[src/core/cor_pkg.sv]
package cor_pkg;

    localparam logic [9:0] COR_IDX_IND = 10'h000;
    localparam logic [9:0] COR_IDX_TICK = 10'h001;
    localparam logic [9:0] COR_IDX_PC = 10'h002;
    localparam logic [9:0] COR_IDX_STATUS = 10'h003;
    localparam logic [9:0] COR_IDX_RAMSEL = 10'h004;
    localparam logic [9:0] COR_IDX_CTRL = 10'h005;
    localparam logic [9:0] COR_IDX_STATE = 10'h006;
    localparam logic [5:0] COR_FIRST_DATA = 6'h05;

    localparam int unsigned COR_PC_W = 12;
    localparam logic [11:0] COR_PC_RESET = 12'hfff;
    localparam int unsigned COR_STACK_DEPTH = 5;
    localparam logic [2:0] COR_STACK_FULL = 3'h5;

    localparam logic [7:0] COR_STATUS_RESET = 8'h18;
    localparam logic [7:0] COR_TICK_RESET = 8'h00;
    localparam logic [7:0] COR_RAMSEL_RESET = 8'h00;
    localparam logic [7:0] COR_CTRL_RESET = 8'h00;
    localparam int unsigned COR_ST_SPARE = 7;
    localparam int unsigned COR_ST_PAGEHI = 6;
    localparam int unsigned COR_ST_PAGELO = 5;
    localparam int unsigned COR_ST_TOUT = 4;
    localparam int unsigned COR_ST_PDOWN = 3;
    localparam int unsigned COR_ST_ZERO = 2;
    localparam int unsigned COR_ST_HCARRY = 1;
    localparam int unsigned COR_ST_CARRY = 0;
    localparam int unsigned COR_CTRL_FOUR = 0;

    // Last divider count for fclk/2 and fclk/4 instruction cycles.
    localparam logic [1:0] COR_DIV2_LAST = 2'h1;
    localparam logic [1:0] COR_DIV4_LAST = 2'h3;

    typedef enum logic [3:0] {
        COR_OP_STEP,
        COR_OP_JUMP,
        COR_OP_CALL,
        COR_OP_RTN,
        COR_OP_RTNLIT,
        COR_OP_RTNINT,
        COR_OP_MOVPC,
        COR_OP_ADDPC,
        COR_OP_TABLE,
        COR_OP_WRPC,
        COR_OP_SLEEP,
        COR_OP_WDCLR,
        COR_OP_WDTOUT,
        COR_OP_FLAGS
    } cor_op_t;

    typedef struct packed {
        cor_op_t op;
        logic [9:0] target;
        logic [7:0] acc;
        logic [7:0] data;
        logic zero;
        logic half_carry;
        logic carry;
    } cor_instr_t;

endpackage : cor_pkg

[src/core/cor_regs.sv]
// Local design decision: register access over APB.
`timescale 1ns/100ps
module cor_regs
    import cor_pkg::*;
(
    input wire logic pclk,
    input wire logic presetn,
    input wire logic psel,
    input wire logic penable,
    input wire logic pwrite,
    input wire logic [11:0] paddr,
    input wire logic [31:0] pwdata,
    output logic [31:0] prdata,
    output logic pready,
    output logic pslverr,
    input wire cor_instr_t instr,
    input wire logic instr_valid,
    output logic instr_done,
    output logic pc_busy,
    output logic [11:0] pc_addr,
    output logic [1:0] bank_sel
);

    logic [7:0] tick_q;
    logic [7:0] status_q;
    logic [7:0] ramsel_q;
    logic [7:0] ctrl_q;
    logic [COR_PC_W-1:0] pc_q;
    logic [COR_PC_W-1:0] pc_d;
    logic [COR_PC_W-1:0] stack_q [0:COR_STACK_DEPTH-1];
    logic [2:0] depth_q;
    logic [7:0] data_mem [0:255];
    logic [1:0] div_q;
    logic icyc_q;
    logic stall_q;
    logic done_q;
    logic pready_q;
    logic pslverr_q;
    logic [31:0] prdata_q;

    logic [9:0] word;
    logic addr_ok;
    logic extra;
    logic [5:0] reg_sel;
    logic [31:0] rd_val;
    logic wr;
    logic take;
    logic push;
    logic pop;
    logic [1:0] page;
    logic [COR_PC_W-1:0] table_sum;
    logic [7:0] add_sum;

    // True for every operation that replaces the sequential address.
    function automatic logic cor_pc_jump(input cor_op_t op);
        case (op)
            COR_OP_JUMP, COR_OP_CALL, COR_OP_RTN, COR_OP_RTNLIT,
            COR_OP_RTNINT, COR_OP_MOVPC, COR_OP_ADDPC, COR_OP_TABLE,
            COR_OP_WRPC: cor_pc_jump = 1'b1;
            default: cor_pc_jump = 1'b0;
        endcase
    endfunction : cor_pc_jump

    function automatic logic cor_is_rtn(input cor_op_t op);
        cor_is_rtn = (op == COR_OP_RTN) || (op == COR_OP_RTNLIT)
            || (op == COR_OP_RTNINT);
    endfunction : cor_is_rtn

    // The high page bit does not exist on this variant.
    assign page = {1'b0, status_q[COR_ST_PAGELO]};

    always_comb
    begin
        word = paddr[11:2];
        addr_ok = (paddr[1:0] == 2'h0) && (word <= COR_IDX_STATE);
        extra = (word == COR_IDX_CTRL) || (word == COR_IDX_STATE);
        if (word == COR_IDX_IND)
        begin
            reg_sel = ramsel_q[5:0];
        end
        else
        begin
            reg_sel = word[5:0];
        end
    end

    always_comb
    begin
        rd_val = 32'h0;
        if (word == COR_IDX_CTRL)
        begin
            rd_val = {24'h0, ctrl_q};
        end
        else if (word == COR_IDX_STATE)
        begin
            rd_val = {28'h0, stall_q, depth_q};
        end
        else
        begin
            case (reg_sel)
                6'h00: rd_val = 32'h0;
                COR_IDX_TICK[5:0]: rd_val = {24'h0, tick_q};
                COR_IDX_PC[5:0]: rd_val = {20'h0, pc_q};
                COR_IDX_STATUS[5:0]: rd_val = {24'h0, status_q};
                COR_IDX_RAMSEL[5:0]: rd_val = {24'h0, ramsel_q};
                default: rd_val = {24'h0, data_mem[{ramsel_q[7:6], reg_sel}]};
            endcase
        end
    end

    // Zero wait states: pready rises for the access phase of every
    // transfer, so the write strobe is the access edge itself.
    always_ff @(posedge pclk or negedge presetn)
    begin
        if (!presetn)
        begin
            pready_q <= 1'b0;
            pslverr_q <= 1'b0;
            prdata_q <= 32'h0;
        end
        else if (psel && !penable)
        begin
            pready_q <= 1'b1;
            pslverr_q <= !addr_ok;
            prdata_q <= (addr_ok && !pwrite) ? rd_val : 32'h0;
        end
        else
        begin
            pready_q <= 1'b0;
            pslverr_q <= 1'b0;
        end
    end

    assign wr = psel && penable && pready_q && pwrite && addr_ok;
    assign take = instr_valid && icyc_q && !stall_q;
    assign push = take && (instr.op == COR_OP_CALL);
    assign pop = take && cor_is_rtn(instr.op);

    // Instruction cycle enable from the fast clock.
    always_ff @(posedge pclk or negedge presetn)
    begin
        if (!presetn)
        begin
            div_q <= 2'h0;
            icyc_q <= 1'b0;
        end
        else
        begin
            if (div_q == (ctrl_q[COR_CTRL_FOUR] ? COR_DIV4_LAST
                : COR_DIV2_LAST))
            begin
                div_q <= 2'h0;
                icyc_q <= 1'b1;
            end
            else
            begin
                div_q <= div_q + 2'h1;
                icyc_q <= 1'b0;
            end
        end
    end

    always_ff @(posedge pclk or negedge presetn)
    begin
        if (!presetn)
        begin
            tick_q <= COR_TICK_RESET;
        end
        else if (wr && !extra && reg_sel == COR_IDX_TICK[5:0])
        begin
            tick_q <= pwdata[7:0];
        end
        else if (icyc_q)
        begin
            tick_q <= tick_q + 8'h01;
        end
    end

    always_comb
    begin
        table_sum = pc_q + {4'h0, instr.acc};
        add_sum = pc_q[7:0] + instr.acc;
        case (instr.op)
            COR_OP_JUMP: pc_d = {page, instr.target};
            COR_OP_CALL: pc_d = {page, instr.target};
            COR_OP_RTN, COR_OP_RTNLIT, COR_OP_RTNINT:
                pc_d = stack_q[0];
            COR_OP_MOVPC: pc_d = {page, 2'h0, instr.acc};
            COR_OP_ADDPC: pc_d = {page, 2'h0, add_sum};
            COR_OP_TABLE: pc_d = {page, table_sum[9:0]};
            COR_OP_WRPC: pc_d = {page, 2'h0, instr.data};
            default: pc_d = pc_q + 12'h001;
        endcase
    end

    // A decoder operation wins over a bus write in the same cycle.
    always_ff @(posedge pclk or negedge presetn)
    begin
        if (!presetn)
        begin
            pc_q <= COR_PC_RESET;
        end
        else if (take)
        begin
            pc_q <= pc_d;
        end
        else if (wr && !extra && reg_sel == COR_IDX_PC[5:0])
        begin
            pc_q <= {page, 2'h0, pwdata[7:0]};
        end
    end

    // Shift stack with the top at entry 0; a sixth call drops the
    // oldest return address, a return past empty repeats the last.
    // Neighbours are chosen at elaboration so no entry ever indexes
    // outside the stack.
    genvar gi;
    generate
        for (gi = 0; gi < COR_STACK_DEPTH; gi++)
        begin : g_stack
            logic [COR_PC_W-1:0] above;
            logic [COR_PC_W-1:0] below;
            if (gi == 0)
            begin : g_top
                assign above = pc_q + 12'h001;
            end
            else
            begin : g_inner
                assign above = stack_q[gi-1];
            end
            if (gi == COR_STACK_DEPTH - 1)
            begin : g_bottom
                assign below = stack_q[gi];
            end
            else
            begin : g_upper
                assign below = stack_q[gi+1];
            end
            always_ff @(posedge pclk or negedge presetn)
            begin
                if (!presetn)
                begin
                    stack_q[gi] <= COR_PC_RESET;
                end
                else if (push)
                begin
                    stack_q[gi] <= above;
                end
                else if (pop)
                begin
                    stack_q[gi] <= below;
                end
            end
        end
    endgenerate

    always_ff @(posedge pclk or negedge presetn)
    begin
        if (!presetn)
        begin
            depth_q <= 3'h0;
        end
        else if (push && depth_q != COR_STACK_FULL)
        begin
            depth_q <= depth_q + 3'h1;
        end
        else if (pop && depth_q != 3'h0)
        begin
            depth_q <= depth_q - 3'h1;
        end
    end

    always_ff @(posedge pclk or negedge presetn)
    begin
        if (!presetn)
        begin
            stall_q <= 1'b0;
            done_q <= 1'b0;
        end
        else
        begin
            done_q <= take;
            if (take)
            begin
                stall_q <= cor_pc_jump(instr.op);
            end
            else if (icyc_q)
            begin
                stall_q <= 1'b0;
            end
        end
    end

    // Hardware flag updates come last so they win over a bus write.
    always_ff @(posedge pclk or negedge presetn)
    begin
        if (!presetn)
        begin
            status_q <= COR_STATUS_RESET;
        end
        else
        begin
            if (wr && !extra && reg_sel == COR_IDX_STATUS[5:0])
            begin
                status_q[COR_ST_SPARE] <= pwdata[COR_ST_SPARE];
                status_q[COR_ST_PAGELO] <= pwdata[COR_ST_PAGELO];
                status_q[COR_ST_ZERO] <= pwdata[COR_ST_ZERO];
                status_q[COR_ST_HCARRY] <= pwdata[COR_ST_HCARRY];
                status_q[COR_ST_CARRY] <= pwdata[COR_ST_CARRY];
            end
            status_q[COR_ST_PAGEHI] <= 1'b0;
            if (take)
            begin
                case (instr.op)
                    COR_OP_SLEEP:
                    begin
                        status_q[COR_ST_TOUT] <= 1'b1;
                        status_q[COR_ST_PDOWN] <= 1'b0;
                    end
                    COR_OP_WDCLR:
                    begin
                        status_q[COR_ST_TOUT] <= 1'b1;
                        status_q[COR_ST_PDOWN] <= 1'b1;
                    end
                    COR_OP_WDTOUT: status_q[COR_ST_TOUT] <= 1'b0;
                    COR_OP_FLAGS:
                    begin
                        status_q[COR_ST_ZERO] <= instr.zero;
                        status_q[COR_ST_HCARRY] <= instr.half_carry;
                        status_q[COR_ST_CARRY] <= instr.carry;
                    end
                    default:
                    begin
                    end
                endcase
            end
        end
    end

    always_ff @(posedge pclk or negedge presetn)
    begin
        if (!presetn)
        begin
            ramsel_q <= COR_RAMSEL_RESET;
        end
        else if (wr && !extra && reg_sel == COR_IDX_RAMSEL[5:0])
        begin
            ramsel_q <= pwdata[7:0];
        end
    end

    always_ff @(posedge pclk or negedge presetn)
    begin
        if (!presetn)
        begin
            ctrl_q <= COR_CTRL_RESET;
        end
        else if (wr && word == COR_IDX_CTRL)
        begin
            ctrl_q <= {7'h0, pwdata[COR_CTRL_FOUR]};
        end
    end

    // Data registers behind the pointer; the bank bits extend the
    // address so each bank keeps its own copy.
    always_ff @(posedge pclk)
    begin
        if (wr && !extra && reg_sel >= COR_FIRST_DATA)
        begin
            data_mem[{ramsel_q[7:6], reg_sel}] <= pwdata[7:0];
        end
    end

    assign prdata = prdata_q;
    assign pready = pready_q;
    assign pslverr = pslverr_q;
    assign instr_done = done_q;
    assign pc_busy = stall_q;
    assign pc_addr = pc_q;
    assign bank_sel = ramsel_q[7:6];

endmodule : cor_regs

[config.mk]
export PLATFORM = sky130hd
export DESIGN_NAME = cor_regs
export DESIGN_NICKNAME = d
export VERILOG_FILES = /design/src/core/cor_pkg.sv /design/src/core/cor_regs.sv
export SDC_FILE = /design/constraint.sdc
export NUM_CORES = 2
export LEC_CHECK = 0
export ABC_CLOCK_PERIOD_IN_PS = 6040
export BUFFER_PORTS_ARGS = -buffer_cell sky130_fd_sc_hd__buf_2
export CAP_MARGIN = 20
export CORE_MARGIN = 2
export CORE_UTILIZATION = 25
export DETAILED_ROUTE_END_ITERATION = 10
export PLACE_DENSITY_LB_ADDON = 0.1
export SETUP_SLACK_MARGIN = 0.15
export SLEW_MARGIN = 5
export SYNTH_ARGS = -nofsm -noshare
export SYNTH_HDL_FRONTEND = slang
export SYNTH_SLANG_ARGS = --single-unit
[constraint.sdc]
create_clock -name pclk -period 6.04 [get_ports pclk]
set_input_delay 0.906 -clock pclk [delete_from_list [all_inputs] [get_ports pclk]]
set_output_delay 0.906 -clock pclk [all_outputs]
set_load 0.01 [all_outputs]
After elaboration in Yosys (flattened, before gate mapping):

Memories as Yosys holds them, arrays and structs flattened.
Index checks and enable logic that the tools add are counted.

* flip-flop bits (word level): 138
* bits of input ports: 83
* memories kept: 2
* output and inout bits: 50
* word-level logic and storage cells: 131
* memory bits (read-only): 16
* RAM bits: 2048

Memory list
* data_mem: words 256, bits a word 8, rd ports 1, clocked after memory_dff 0, wr ports 1, line cor_regs.sv:32 `logic [7:0] data_mem [0:255];`
* (no name shown): words 16, bits a word 1, rd ports 1, clocked after memory_dff 0, wr ports 0, line cor_regs.sv:56 `case (op)`

* magnitude comparators: 2
* equality and inequality tests: 21
* $add $sub $neg: 7
* reduce and logical (&&, ||, !) cells: 44
* mux-type cells: 34

Operator list (number)
* $mux 12: 10
* $mux 32: 3
* $pmux 12 s6: 1
* $pmux 12 s5: 1
* $eq 4x4->1 const B: 6
* $eq 10x3->1 const B: 2
* $logic_and 1x1->1: 20
* $eq 4x3->1 const B: 4
* $mux 8: 2
* $mux 3: 5
* $reduce_bool 2->1: 7
* $add 12x1->12 const B: 1
* $eq 6x2->1 const B: 2
* $add 10x8->10: 1
* $le 10x3->1 const B: 1
* $logic_not 10->1: 1
* $add 8x1->8 const B: 1
* $add 8x8->8: 1
* $eq 4x2->1 const B: 2
* $mux 1: 7
* $eq 6x1->1 const B: 1
* $eq 6x3->1 const B: 1
* $ge 6x3->1 const B: 1
* $logic_not 6->1: 1
* other kinds (16): 26

Longest topological paths before layout:

* word-level depth: 9
* mapped depth: 16
* gate-level depth less buffers: 11

Worst setup path after synthesis:

No wires, ideal clock.

* kind: in2reg
* start: in paddr[11]
* end: mem data_mem[111][0], enable pin
* cell stages on the path: 12
* path slack: 2.036 ns
* path buffers: 7
* library setup time: 0.370 ns
* arrival time: 3.634 ns
* required time: 5.670 ns
* cells stage by stage: or4_1 clkbuf_1 or3_1 buf_2 buf_2 nand2_1 buf_2 buf_2 buf_2 nand2_1 clkbuf_1 nor2_1

* word-level cells in the longest chain between the ends: 7

RTL lines
* start: declaration: line cor_regs.sv:11 `input wire logic [11:0] paddr,`
* branches (longest 7 deep; another with $ge 6x3->1)
* end: declaration: line cor_regs.sv:32

Parallel ways; which one is timed is not known.

Final worst setup path:

* start: reg ramsel_q[1]
* end: reg prdata_q[1], in the netlist prdata[1]

* word-level cells in the longest chain between the ends: 6

RTL lines
* start: declaration: line cor_regs.sv:26 `logic [7:0] ramsel_q;`
* start signal: assignment: line cor_regs.sv:348 `ramsel_q <= pwdata[7:0];`
* $mux 6: line cor_regs.sv:77 `if (word == COR_IDX_IND)`
* $mem_v2 256x8, or another cell as far along
* $pmux 12 s5 *: line cor_regs.sv:100 `case (reg_sel)`
* $mux 32 *: line cor_regs.sv:94 `else if (word == COR_IDX_STATE)`
* $mux 32 *: line cor_regs.sv:90 `if (word == COR_IDX_CTRL)`
* $mux 32 *: line cor_regs.sv:125 `prdata_q <= (addr_ok && !pwrite) ? rd_val : 32'h0;`
* end signal: assignment: line cor_regs.sv:125
* end: declaration: line cor_regs.sv:39 `logic [31:0] prdata_q;`

Every way passes the cells marked *; elsewhere a longest branch is shown, timed or not.
A chain may end at the register's enable or synchronous reset.

==> flow_summary.yaml <==
power:
  cellPowerDensity_nw_per_um2: 328.0
  irDropWorstVdd_uv: 177.5
  p_total_w: 0.03483
  p_leak_nw: 35.08
drt:
  wl_per_cell_microns: 32.11
  viasPerCell: 5.124
  drtAntennaViolNets: 0
  drtPass1Iterations: 6
  drc: 0
  route.vias.total: 60002
  drtIter0Drc: 6461
  routed_wl_mm: 375.9
die:
  coreArea_sq_um: 348900
  start_util: 0.2508
  rows: 217
  die_w_microns: 595.7
  die_y_microns: 595.7
  ios: 133
  design.die.area_sq_um: 354800
cells_and_area:
  fill_cells: 34893
  drive_gt1_frac: 0.1665
  design_area_sq_um: 106200
  final_nets: 6997
  area_delta_synth_final_pct: 21.33
  layout_common_cells: "2044 x edfxtp_1, 624 x nor2_1, 521 x nand2_1"
  layout.cells.most_common: "edfxtp_1"
clock_tree:
  clockBufferDepth: 4
  cts_sinks: 2162
  cts_tree: "yes"
  htree_levels: 5
  numCtsBuffers: 264
  clk_pin_slew_ps: 60
  clock-root-buffer: "clkbuf_16"
  cts_setup_buffers: 0
  cts_resized: 0
  clock_latency_ps: 890
worst_setup_path:
  path_class: "register to register"
  cpMostUsedCell: "buf_4"
  cp_slowest_stage_delay_ps: 970
  path_cells: "or2_2 > a31o_4 > buf_12 > buf_12 > buf_4 > nor2_1 > nor2_1 > o21ai_0 > o311ai_0 > nor4_1 > buf_4 > a311o_1 > buf_4 > o31ai_1"
  crit_fanout: 32
  required_ps: 6830
  critical_path_arrival_ps: 5540
  slowest_stage: "o311ai_0"
  critPathLaunchType: "register"
  critPathCaptureType: "register"
  r2r_setup_slack_ps: 1290
sta:
  fin_worst_skew_ps: 44.81
  fmax_mhz: 210.5
  final-setup-viol-count: 0
  rsz0062_at_grt: "false"
  hold_violations: 0
  slew_headroom: 0.1229
  fin_tns_setup_ps: 0
  period_needed_ps: 4750
  timing.final.crit_share: 0.7864
  slew_violations: 0
  worstMarginPinSlew_ps: 1316
placed_design:
  place_congestion: 0.8471
  port_buffers: 88
  post-dp-hpwl_mm: 238.0
  place_area_sq_um: 97890
logic_synthesis:
  synth_cell_type_count: 88
  synthCells: 6263
  ys_warn_count: 0
  synth_seq_area_share: 0.7361
  synthFlopType: "edfxtp_1"
  avgSynthCellArea_sq_um: 13.97
  async_flop_share: 0.05458
  syn_area_sq_um: 87520
  synth_top_area_share: 0.7013
  yosys-top-cells-area: "edfxtp_1 70%, o22ai_1 3.7%, nor2_1 2.7%"
  ys_ff_latch: 2162
  synth_edf_count: 2044
  synth_area_leader_cell: "edfxtp_1"
grt:
  grt_pass1_wl_mm: 512.3
  grt_use_total: 0.2061
  grt-ovfl-total: 0
  grt_pass1_vias: 58706
  antenna_found_initial: 39
  grt_max_degree: 163
run_status:
  status: "complete, no violations"
run:
  max_cap_violations: 0
hold_path:
  hp-class: "primary input to register"
[power by group]
| part | switching (W) | total [W] | internal (W) |
|---|---|---|---|
| registers | 0.000209 | 0.0169 | 0.0167 |
| clock network | 0.00658 | 0.0155 | 0.00897 |
| logic | 0.00169 | 0.00236 | 0.000669 |
| total | 0.00848 | 0.0348 | 0.0264 |
[cell usage after synthesis, types with 12 or more instances]
| library cell | count |
|---|---|
| edfxtp_1 | 2044 |
| nor2_1 | 631 |
| nand2_1 | 535 |
| o22ai_1 | 517 |
| o21ai_0 | 324 |
| clkbuf_1 | 231 |
| a21oi_1 | 216 |
| mux2i_1 | 192 |
| nor3_1 | 176 |
| o221ai_1 | 143 |
| buf_2 | 113 |
| buf_1 | 96 |
| a31oi_1 | 83 |
| dfstp_2 | 74 |
| a22oi_1 | 52 |
| nand3_1 | 52 |
| nor4_1 | 50 |
| or3_1 | 50 |
| o31ai_1 | 46 |
| dfrtp_1 | 44 |
| o22a_1 | 44 |
| o211ai_1 | 41 |
| inv_1 | 40 |
| or4_1 | 34 |
| buf_4 | 30 |
| nand4_1 | 26 |
| nor4b_1 | 23 |
| a211oi_1 | 20 |
| o311ai_0 | 17 |
| a32oi_1 | 16 |
| and2_1 | 15 |
| o32ai_1 | 15 |
| xor2_1 | 15 |
| a21o_1 | 14 |
| a221oi_1 | 14 |
| and3_1 | 13 |
| mux2_2 | 13 |
| o2bb2ai_1 | 13 |
| o2111ai_1 | 12 |
[sequential cells by signal, indices dropped and copies added (netlist names), 2 cells and up]
signal and cells:
data_mem 2044, g_stack.below 48, g_stack.above 12, pc_addr 12, prdata 12, ramsel_q 8, tick_q 8, status_q 7
depth_q 3, div_q 2
[routing by layer]
layer	track usage	part of all wire	up-vias
met1	0.2880	0.45	31784
met3	0.03213	0.061	417
met5	0	0.000035	-
li1	-	-	25813
met2	0.3324	0.46	1986
met4	0.05265	0.026	2
[worst paths after layout]
path                                     startpoint  depth (start not counted)             endpoint
worst min register to register  g_stack[3].below[6]                          2  g_stack[3].below[6]
worst min-delay path                       instr[2]                          3          status_q[2]
min in group asynchronous                   presetn                          2               icyc_q
worst max register to register          ramsel_q[1]                         14            prdata[1]
worst max-delay path                    ramsel_q[1]                         14            prdata[1]
max in group asynchronous                   presetn                          3  g_stack[3].below[9]
[metrics by stage]
step,std cells,setup slack (ps),util,hold slack (ps)
final,11709,1290,0.3043,243.6
after global routing,11704,1347,0.3043,208.7
after CTS,11697,1350,0.3043,162.1
after detailed placement,11233,523.9,0.2806,448.2
after global placement,11231,465.3,0.2805,449.3
after floorplan,6438,2036,-,425.8
[critical path: cells and delay by family, from the launching register on]
kind / cells / cell delay [ps]
and+or+nand+nor: 4 / 490
buffers and inverters: 5 / 1150
AOI/OAI and AO/OA: 5 / 2210
DFF: 1 / 690
[cell families after synthesis]
| group | Yosys count | share of synthesized area |
|---|---|---|
| xor+xnor | 25 | 0.002502 |
| other cells | 1 | 0.00004285 |
| flops | 2162 | 0.7361 |
| compound gates | 1695 | 0.1270 |
| buf+inv | 518 | 0.02572 |
| fa+ha+maj | 12 | 0.001887 |
| mux | 205 | 0.02363 |
| simple gates | 1645 | 0.08308 |
[area by class of cell]
type                    instances  area [sq um]  share of cell area
multi-input cells            3758         21770              0.2050
repair buffers                675          5799             0.05462
flip-flops and latches       2162         64420              0.6067
clock inverters               146          1378             0.01297
diodes                         11         27.53           0.0002592
inverters                      41         153.9            0.001449
clock buffers                 317          6878             0.06477
well taps                    4599          5754             0.05419
[what timing repair did]
action | 4_1_cts | 5_1_grt
endpoints found under the hold margin | 37 | 0
setup endpoints to repair | 0 | 0
hold buffers | 1 | 0
Power figures use the tool's default switching activity.
